===== src/pc_stack_defines.svh =====
// Constants for the program counter and return stack
`ifndef PC_STACK_DEFINES_SVH
`define PC_STACK_DEFINES_SVH

`define PC_WIDTH        13
`define PC_LOW_WIDTH    8
`define PC_UPPER_WIDTH  5
`define LATCH_WIDTH     5
`define OPERAND_WIDTH   11
`define STACK_DEPTH     8
`define STACK_PTR_WIDTH 3
`define PC_RESET        13'h0000
`define LATCH_RESET     5'h00
`define PTR_RESET       3'h0

`endif


===== src/pc_stack_pkg.sv =====
// Types used by the program counter; the return stack uses none of them
package pc_stack_pkg;

    typedef enum logic [4:0]
    {
        PC_HOLD   = 5'h01,
        PC_STEP   = 5'h02,
        PC_WRLOW  = 5'h04,
        PC_BRANCH = 5'h08,
        PC_RETURN = 5'h10
    } pc_action_type;

endpackage


===== src/return_stack.sv =====
// Eight-entry circular return stack with a hidden pointer
`timescale 1ns/1ps
`default_nettype none

module return_stack
#(
    parameter int DEPTH = 8,
    parameter int WIDTH = 13,
    parameter int PTR_W = 3
)
(
    input  wire logic             clk_in,
    input  wire logic             nrst_in,
    input  wire logic             push_in,
    input  wire logic             pop_in,
    input  wire logic [WIDTH-1:0] push_data_in,
    output logic      [WIDTH-1:0] top_data_out
);

    typedef struct packed
    {
        logic [PTR_W-1:0] ptr;
    } stack_state_type;

    stack_state_type  state;
    stack_state_type  next_state;
    logic [WIDTH-1:0] entry [DEPTH];
    logic [PTR_W-1:0] top_index;

    // ****************************************************
    // Pointer
    // ****************************************************
    // Pointer is never exposed and wraps silently; no overflow flag
    always_comb
    begin
        next_state = state;
        if (push_in)
            next_state.ptr = state.ptr + PTR_W'(1);
        else if (pop_in)
            next_state.ptr = state.ptr - PTR_W'(1);
    end

    always_ff @(posedge clk_in or negedge nrst_in)
    begin
        if (!nrst_in)
            state <= '0;
        else
            state <= next_state;
    end

    assign top_index = state.ptr - PTR_W'(1);

    // ****************************************************
    // Storage
    // ****************************************************
    // Entries hold no reset: content after reset is never relied upon
    genvar g;
    generate
        for (g = 0; g < DEPTH; g++)
        begin : g_entry
            always_ff @(posedge clk_in)
            begin
                if (push_in && state.ptr == PTR_W'(g))
                    entry[g] <= push_data_in;
            end
        end
    endgenerate

    always_comb
    begin
        top_data_out = entry[top_index];
    end

    a_ptr_push: assert property (
        @(posedge clk_in) disable iff (!nrst_in)
        push_in |=> state.ptr == $past(state.ptr) + PTR_W'(1))
        else $error("Stack pointer did not advance on push");
    a_ptr_pop: assert property (
        @(posedge clk_in) disable iff (!nrst_in)
        (pop_in && !push_in) |=> state.ptr == $past(state.ptr) - PTR_W'(1))
        else $error("Stack pointer did not retreat on pop");
    a_push_store: assert property (
        @(posedge clk_in) disable iff (!nrst_in)
        push_in |=> entry[$past(state.ptr)] == $past(push_data_in))
        else $error("Pushed value was not stored");

endmodule

`default_nettype wire


===== src/program_counter.sv =====
// Program counter with low-byte access, high latch and return stack
//
// How it works
// Program counter is thirteen bits wide and addresses program memory.
// Low eight bits are readable and writable by software.
// Upper bits 12..8 load only from the high holding latch; here calls, jumps, returns, vectoring and stepping also change them.
// Any reset clears the whole program counter.
// Writing the low byte loads upper bits from latch bits 4..0.
// Call or jump takes the top two bits from latch bits 4..3.
// Software adding to the low byte must mind 256-word page crossings.
// Return stack holds eight entries of thirteen bits.
// Stack lies outside memory spaces; its pointer is not software visible.
// Calls and interrupt vectoring push the program counter.
// Return, return with literal and return from interrupt pop.
// Push and pop leave the high holding latch unchanged.
// Stack is a ring; the ninth push overwrites the first.
// No overflow or underflow status exists.
// Push stores the next address; pop loads all thirteen bits.
// Call or jump: low eleven bits from operand, top two from latch.
`timescale 1ns/1ps
`default_nettype none
`include "pc_stack_defines.svh"

module program_counter
#(
    parameter int VECTOR = 13'h0004
)
(
    input  wire logic                          clk_in,
    input  wire logic                          nrst_in,
    input  wire logic                          step_in,
    input  wire logic                          low_write_in,
    input  wire logic [`PC_LOW_WIDTH-1:0]      low_data_in,
    input  wire logic                          latch_write_in,
    input  wire logic [`LATCH_WIDTH-1:0]       latch_data_in,
    input  wire logic                          jump_in,
    input  wire logic                          call_in,
    input  wire logic [`OPERAND_WIDTH-1:0]     operand_in,
    input  wire logic                          vector_in,
    input  wire logic                          return_in,
    input  wire logic                          return_with_literal_in,
    input  wire logic                          return_from_interrupt_in,
    output logic      [`PC_WIDTH-1:0]          pc_out,
    output logic      [`PC_LOW_WIDTH-1:0]      pc_low_byte_out,
    output logic      [`LATCH_WIDTH-1:0]       pc_high_latch_out
);

    // Counter and latch share one register, so a reset clears both at once
    typedef struct packed
    {
        logic [`PC_WIDTH-1:0]    pc;
        logic [`LATCH_WIDTH-1:0] pc_high_latch;
    } pc_state_type;

    pc_state_type                 state;
    pc_state_type                 next_state;
    pc_stack_pkg::pc_action_type  action;
    logic                         push;
    logic                         pop;
    logic [`PC_WIDTH-1:0]         pc_plus_one;
    logic [`PC_WIDTH-1:0]         stack_top;

    // ****************************************************
    // Decode
    // ****************************************************
    // Control flow wins over a low-byte write in the same cycle; decode
    // issues only one of them per instruction anyway
    assign push = call_in || vector_in;
    // All three return kinds pop alike; their other effects stay in the core
    assign pop  = return_in || return_with_literal_in
               || return_from_interrupt_in;
    // Stepping off the top of memory wraps to zero; nothing flags it
    assign pc_plus_one = state.pc + `PC_WIDTH'(1);

    always_comb
    begin
        if (pop)
            action = pc_stack_pkg::PC_RETURN;
        else if (push || jump_in)
            action = pc_stack_pkg::PC_BRANCH;
        else if (low_write_in)
            action = pc_stack_pkg::PC_WRLOW;
        else if (step_in)
            action = pc_stack_pkg::PC_STEP;
        else
            action = pc_stack_pkg::PC_HOLD;
    end

    // ****************************************************
    // Next state
    // ****************************************************
    always_comb
    begin
        next_state = state;
        // Latch only changes by its own write, never by push or pop
        // A low write in the same cycle still sees the old latch value
        if (latch_write_in)
            next_state.pc_high_latch = latch_data_in;
        case (action)
            pc_stack_pkg::PC_STEP:
                next_state.pc = pc_plus_one;
            pc_stack_pkg::PC_WRLOW:
                // A computed jump wraps within its 256-word page
                next_state.pc = {state.pc_high_latch,
                                 low_data_in};
            pc_stack_pkg::PC_BRANCH:
            begin
                // Vector alone: fixed address; with call or jump, operand
                if (vector_in && !call_in && !jump_in)
                    next_state.pc = `PC_WIDTH'(VECTOR);
                else
                    next_state.pc = {state.pc_high_latch[4:3],
                                     operand_in};
            end
            pc_stack_pkg::PC_RETURN:
                next_state.pc = stack_top;
            pc_stack_pkg::PC_HOLD:
                next_state.pc = state.pc;
            default:
                next_state.pc = state.pc;
        endcase
    end

    always_ff @(posedge clk_in or negedge nrst_in)
    begin
        if (!nrst_in)
        begin
            state.pc            <= `PC_RESET;
            state.pc_high_latch <= `LATCH_RESET;
        end
        else
            state <= next_state;
    end

    // ****************************************************
    // Return stack
    // ****************************************************
    // No pointer or overflow status leaves the stack
    // Wrap is silent: a ninth nested call loses the oldest return address
    return_stack
    #(
        .DEPTH (`STACK_DEPTH),
        .WIDTH (`PC_WIDTH),
        .PTR_W (`STACK_PTR_WIDTH)
    )
    u_stack
    (
        .clk_in       (clk_in),
        .nrst_in      (nrst_in),
        .push_in      (push && !pop),
        .pop_in       (pop && !push),
        .push_data_in (pc_plus_one),
        .top_data_out (stack_top)
    );

    // ****************************************************
    // Outputs
    // ****************************************************
    // Only registered values leave; the stack pointer stays hidden
    assign pc_out            = state.pc;
    assign pc_low_byte_out   = state.pc[`PC_LOW_WIDTH-1:0];
    assign pc_high_latch_out = state.pc_high_latch;

    // ****************************************************
    // Checks
    // ****************************************************
    // Each check but a_reset_zero looks one edge after its cause and is abandoned by reset; a_reset_zero checks the same edge while reset is low
    a_low_write: assert property (
        @(posedge clk_in) disable iff (!nrst_in)
        (action == pc_stack_pkg::PC_WRLOW)
        |=> pc_out == {$past(state.pc_high_latch), $past(low_data_in)})
        else $error("Low byte write did not load latch bits");
    a_branch_load: assert property (
        @(posedge clk_in) disable iff (!nrst_in)
        (jump_in && !pop)
        |=> pc_out == {$past(state.pc_high_latch[4:3]), $past(operand_in)})
        else $error("Jump target wrong");
    a_call_load: assert property (
        @(posedge clk_in) disable iff (!nrst_in)
        (call_in && !pop)
        |=> pc_out == {$past(state.pc_high_latch[4:3]), $past(operand_in)})
        else $error("Call target wrong");
    a_vector_load: assert property (
        @(posedge clk_in) disable iff (!nrst_in)
        (vector_in && !call_in && !jump_in && !pop)
        |=> pc_out == `PC_WIDTH'(VECTOR))
        else $error("Vectoring did not reach the vector address");
    a_call_return: assert property (
        @(posedge clk_in) disable iff (!nrst_in)
        (call_in && !pop) ##1 (return_in && !push && !low_write_in)
        |=> pc_out == $past(pc_out, 2) + `PC_WIDTH'(1))
        else $error("Return did not restore call address");
    a_pop_load: assert property (
        @(posedge clk_in) disable iff (!nrst_in)
        pop |=> pc_out == $past(stack_top))
        else $error("Return did not load the stack top");
    a_latch_kept: assert property (
        @(posedge clk_in) disable iff (!nrst_in)
        ((push || pop) && !latch_write_in) |=> $stable(state.pc_high_latch))
        else $error("Latch changed by push or pop");
    a_latch_write: assert property (
        @(posedge clk_in) disable iff (!nrst_in)
        latch_write_in |=> pc_high_latch_out == $past(latch_data_in))
        else $error("Latch write was lost");
    a_hold_pc: assert property (
        @(posedge clk_in) disable iff (!nrst_in)
        (action == pc_stack_pkg::PC_HOLD) |=> $stable(pc_out))
        else $error("Program counter moved without a cause");
    a_step_incr: assert property (
        @(posedge clk_in) disable iff (!nrst_in)
        (action == pc_stack_pkg::PC_STEP) |=> pc_out == $past(pc_plus_one))
        else $error("Program counter did not step");
    a_reset_zero: assert property (
        @(posedge clk_in)
        !nrst_in |-> pc_out == `PC_RESET)
        else $error("Program counter not cleared by reset");

    // ****************************************************
    // Coverage
    // ****************************************************
    c_call: cover property (@(posedge clk_in) disable iff (!nrst_in)
        call_in ##[1:20] return_in);
    c_vector: cover property (@(posedge clk_in) disable iff (!nrst_in)
        vector_in ##[1:20] return_from_interrupt_in);
    c_low_write: cover property (@(posedge clk_in) disable iff (!nrst_in)
        low_write_in);
    c_step_wrap: cover property (@(posedge clk_in) disable iff (!nrst_in)
        (action == pc_stack_pkg::PC_STEP) && (&state.pc));
    c_literal_return: cover property (@(posedge clk_in) disable iff (!nrst_in)
        return_with_literal_in ##1 return_from_interrupt_in);

endmodule

`default_nettype wire


===== config.mk =====
export PLATFORM = sky130hd
export DESIGN_NAME = program_counter
export DESIGN_NICKNAME = d
export VERILOG_FILES = /design/src/pc_stack_pkg.sv /design/src/return_stack.sv /design/src/program_counter.sv
export VERILOG_INCLUDE_DIRS = /design/src
export SDC_FILE = /design/constraint.sdc
export NUM_CORES = 1
export LEC_CHECK = 0
export BUFFER_PORTS_ARGS = -buffer_cell sky130_fd_sc_hd__clkbuf_2
export CORE_UTILIZATION = 63
export CTS_CLUSTER_DIAMETER = 50
export DETAILED_ROUTE_END_ITERATION = 8
export PLACE_DENSITY = 0.94
export REMOVE_ABC_BUFFERS = 1
export SYNTH_ARGS = -nofsm -noshare
export SYNTH_HDL_FRONTEND = slang
export SYNTH_SLANG_ARGS = --single-unit

===== constraint.sdc =====
create_clock -name clk_in -period 4.95 [get_ports clk_in]
set_clock_uncertainty 0.15 [all_clocks]
set_input_delay 0.99 -clock clk_in [delete_from_list [all_inputs] [get_ports clk_in]]
set_output_delay 0.99 -clock clk_in [all_outputs]
set_load 0.01 [all_outputs]

==> metrics.txt <==
Post-synth EDFFs=about 100; DRC Markers=0; Worst Max-Slew Pin Slew=between 0.9 and 1 ns; Clock Root Buffer=clkbuf_8; post-synthesis cell count=~350; Placement Setup Slack=roughly 1.2 ns; Pint=approximately 2800 uW; Final min period=around 3.2 ns; Leak=approximately 0.0024 uW; die footprint=a little over 9000 um^2; row cnt=33; Flop pwr share=0.372; share of layout cells above drive strength 1=0.314; H-tree depth=4; Tcrit/Tclk final=0.656; routed len/inst=26.9 um; CP startpoint kind=primary input; setup_tns=0 ns; Final WS setup=about 1.7 ns; Chip Height=96.2 um; CTS tree=done; IO Count=about 60; CTS Hold Bufs=0; worst r2r src=u_stack.state[0]; first-pass GRT wire length=20.2 mm; Buffers on Ports=60; sequential share of the synthesized area=0.653; CP arrival=between 3 and 4 ns; r2r worst-path depth=6; Psw=about 1500 uW; post-CTS resize count=0; #FFs+latches synth=125; Fmax=roughly 310 MHz; asr flop ratio synth=0.168; PD cells=approximately 670 nW/um^2; Final ANT Viol Nets=0; Worst Hold Class=primary input to asynchronous set/reset pin; Post-Synthesis Cell Area=5590 um^2; Starting DRT DRC Count=396; CP Max Fanout=13; Bufs on Longest Clock Path=2; Final Hold Fails=0; Top FF cell, synth=edfxtp_1; Yosys Warn Count=0; via count=between 3000 and 4000; relative slew slack=0.354; Syn Area/Cell=between 15 and 20 um^2; Die Span X=between 90 and 100 um; gr usage total=0.333; # clock sinks=~130; max-slew violation count=0; initial antenna violation count=0; DP Wirelength=9.12 mm; vias in the first global route=3406; Clk pwr share=0.261; Inserted Clock Buffers=17; Crit. End Element=register; final wirelength=around 14 mm; RSZ-0062 raised after global routing=false; max-cap violations=0; Final nets=about 450; required time worst endpoint=just under 5 ns; Sw Ratio=0.356; DR vias/cell=slightly below 7; Combinational Power Share=0.367; utilization after layout=0.767; clock slew at reported path FFs=0.06 ns; post-CTS setup buffer count=0; first drt pass iteration count=6; reg-to-reg slack, setup=1.94 ns; status=finished, final reports clean; initial core utilization=0.666; n_diodes=0; largest net degree at the start of global routing=27; Worst VDD drop=~450 uV; clk_lat worst skew=0.53 ns; Netlist cell types=50; Core Area=8380 um^2; CP Class=primary input to register; Overflow after GRT=0; RD Place Congestion=between 0.8 and 0.9; final setup fails=0; worst hold margin=between 0.3 and 0.4 ns; R2R Path End=pc_out[2]; Area Growth Syn to Fin=15.1%; crit path launch=return_with_literal_in
-- power groups by stage --
stage          combinational [uW]  clock [uW]  sequential (uW)
2_1_floorplan                 929           0             1640
3_3_place_gp                 1440           0             1590
3_5_place_dp                 1510           0             1600
4_1_cts                      1560        1120             1590
5_1_grt                      1640        1170             1610
6_report                     1570        1120             1590
-- cell usage in the layout (no fill, tap or decap), types with 6 or more instances in the layout --
| cell | count |
|---|---|
| xor2_1 | 9 |
| and2_1 | 6 |
| a21oi_1 | 7 |
| nand2_1 | 25 |
| o21ai_0 | 16 |
| clkbuf_2 | 60 |
| nor2_1 | 17 |
| mux4_2 | 24 |
| edfxtp_1 | 104 |
| xnor2_1 | 10 |
| ha_1 | 9 |
| inv_1 | 6 |
| clkinvlp_4 | 6 |
| clkbuf_16 | 16 |
| mux2_2 | 11 |
| dfrtp_1 | 21 |
-- cell families (layout without fill, tap and decap cells) --
family / after synthesis / in the layout / synth area share
AOI/OAI and AO/OA: 48 / 48 / 0.0567
xor gates and xnor gates: 20 / 20 / 0.0347
adders and majority gates: 9 / 9 / 0.0202
buffers and inverters: 31 / 101 / 0.0289
DFF: 125 / 125 / 0.653
muxes: 42 / 42 / 0.137
and+or+nand+nor: 76 / 76 / 0.0690
-- synthesized netlist by cell type, types with 4 or more instances --
library cell  instances  share of area
mux4_2               24          0.097
and3_1                5         0.0056
xor2_1                9          0.014
clkbuf_1             11         0.0074
inv_1                 6         0.0040
ha_1                  9          0.020
mux2i_1               5         0.0090
a32oi_1               5         0.0078
mux2_2               11          0.022
a31oi_1               4         0.0045
edfxtp_1            104           0.56
nand3_1               5         0.0045
o21ai_0              16          0.014
buf_4                 9          0.012
nor2_1               17          0.011
xnor2_1              10          0.016
a21oi_1               7         0.0063
and2_1                6         0.0067
nand2_1              25          0.017
dfrtp_1              21          0.094
-- sequential cells by signal (all words and copies together), names as in the netlist --
register	flops
u_stack.entry	104
pc_out	13
pc_high_latch_out	5
u_stack.state	3
-- worst max-delay path by stage --
stage | endpoint | slack, ns | cells past startpoint
3_5_place_dp | u_stack.entry[0][3] | 1.23 | 6
4_1_cts | u_stack.entry[0][10] | 1.73 | 6
5_1_grt | u_stack.entry[0][10] | 1.69 | 6
6_report | u_stack.entry[0][10] | 1.70 | 6
2_1_floorplan | pc_out[3] | 1.32 | 7
3_3_place_gp | u_stack.entry[0][9] | 1.40 | 6
-- per-layer routing --
metal / track usage / share of wire
met1: 0.416 / 0.35
met2: 0.529 / 0.49
met3: 0.118 / 0.12
met4: 0.143 / 0.043
met5: 0 / 0
-- through the flow --
step	cell area (um^2)	instances	power, uW
2_1_floorplan	5450	327	2570
3_3_place_gp	5900	494	3030
3_5_place_dp	5900	494	3110
4_1_cts	6430	526	4260
5_1_grt	6430	526	4410
6_report	6430	526	4290
-- area by class of cell --
cell class | instances | area (um^2)
Timing Repair Buffer | 62 | 315
Fill cell | 423 | 1950
Tap cell | 105 | 131
Sequential cell | 125 | 3650
Clock buffer | 20 | 435
Clock inverter | 12 | 98.8
Multi-Input combinational cell | 195 | 1780
Inverter | 7 | 26.3
-- critical path, stage by stage --
cell and delay [ns]:
clkbuf_2 0.08, or3_1 0.66, inv_2 0.31, ha_1 0.39
and2b_1 0.21, and2_1 0.60
No activity file was read; power rests on OpenSTA's default activity.
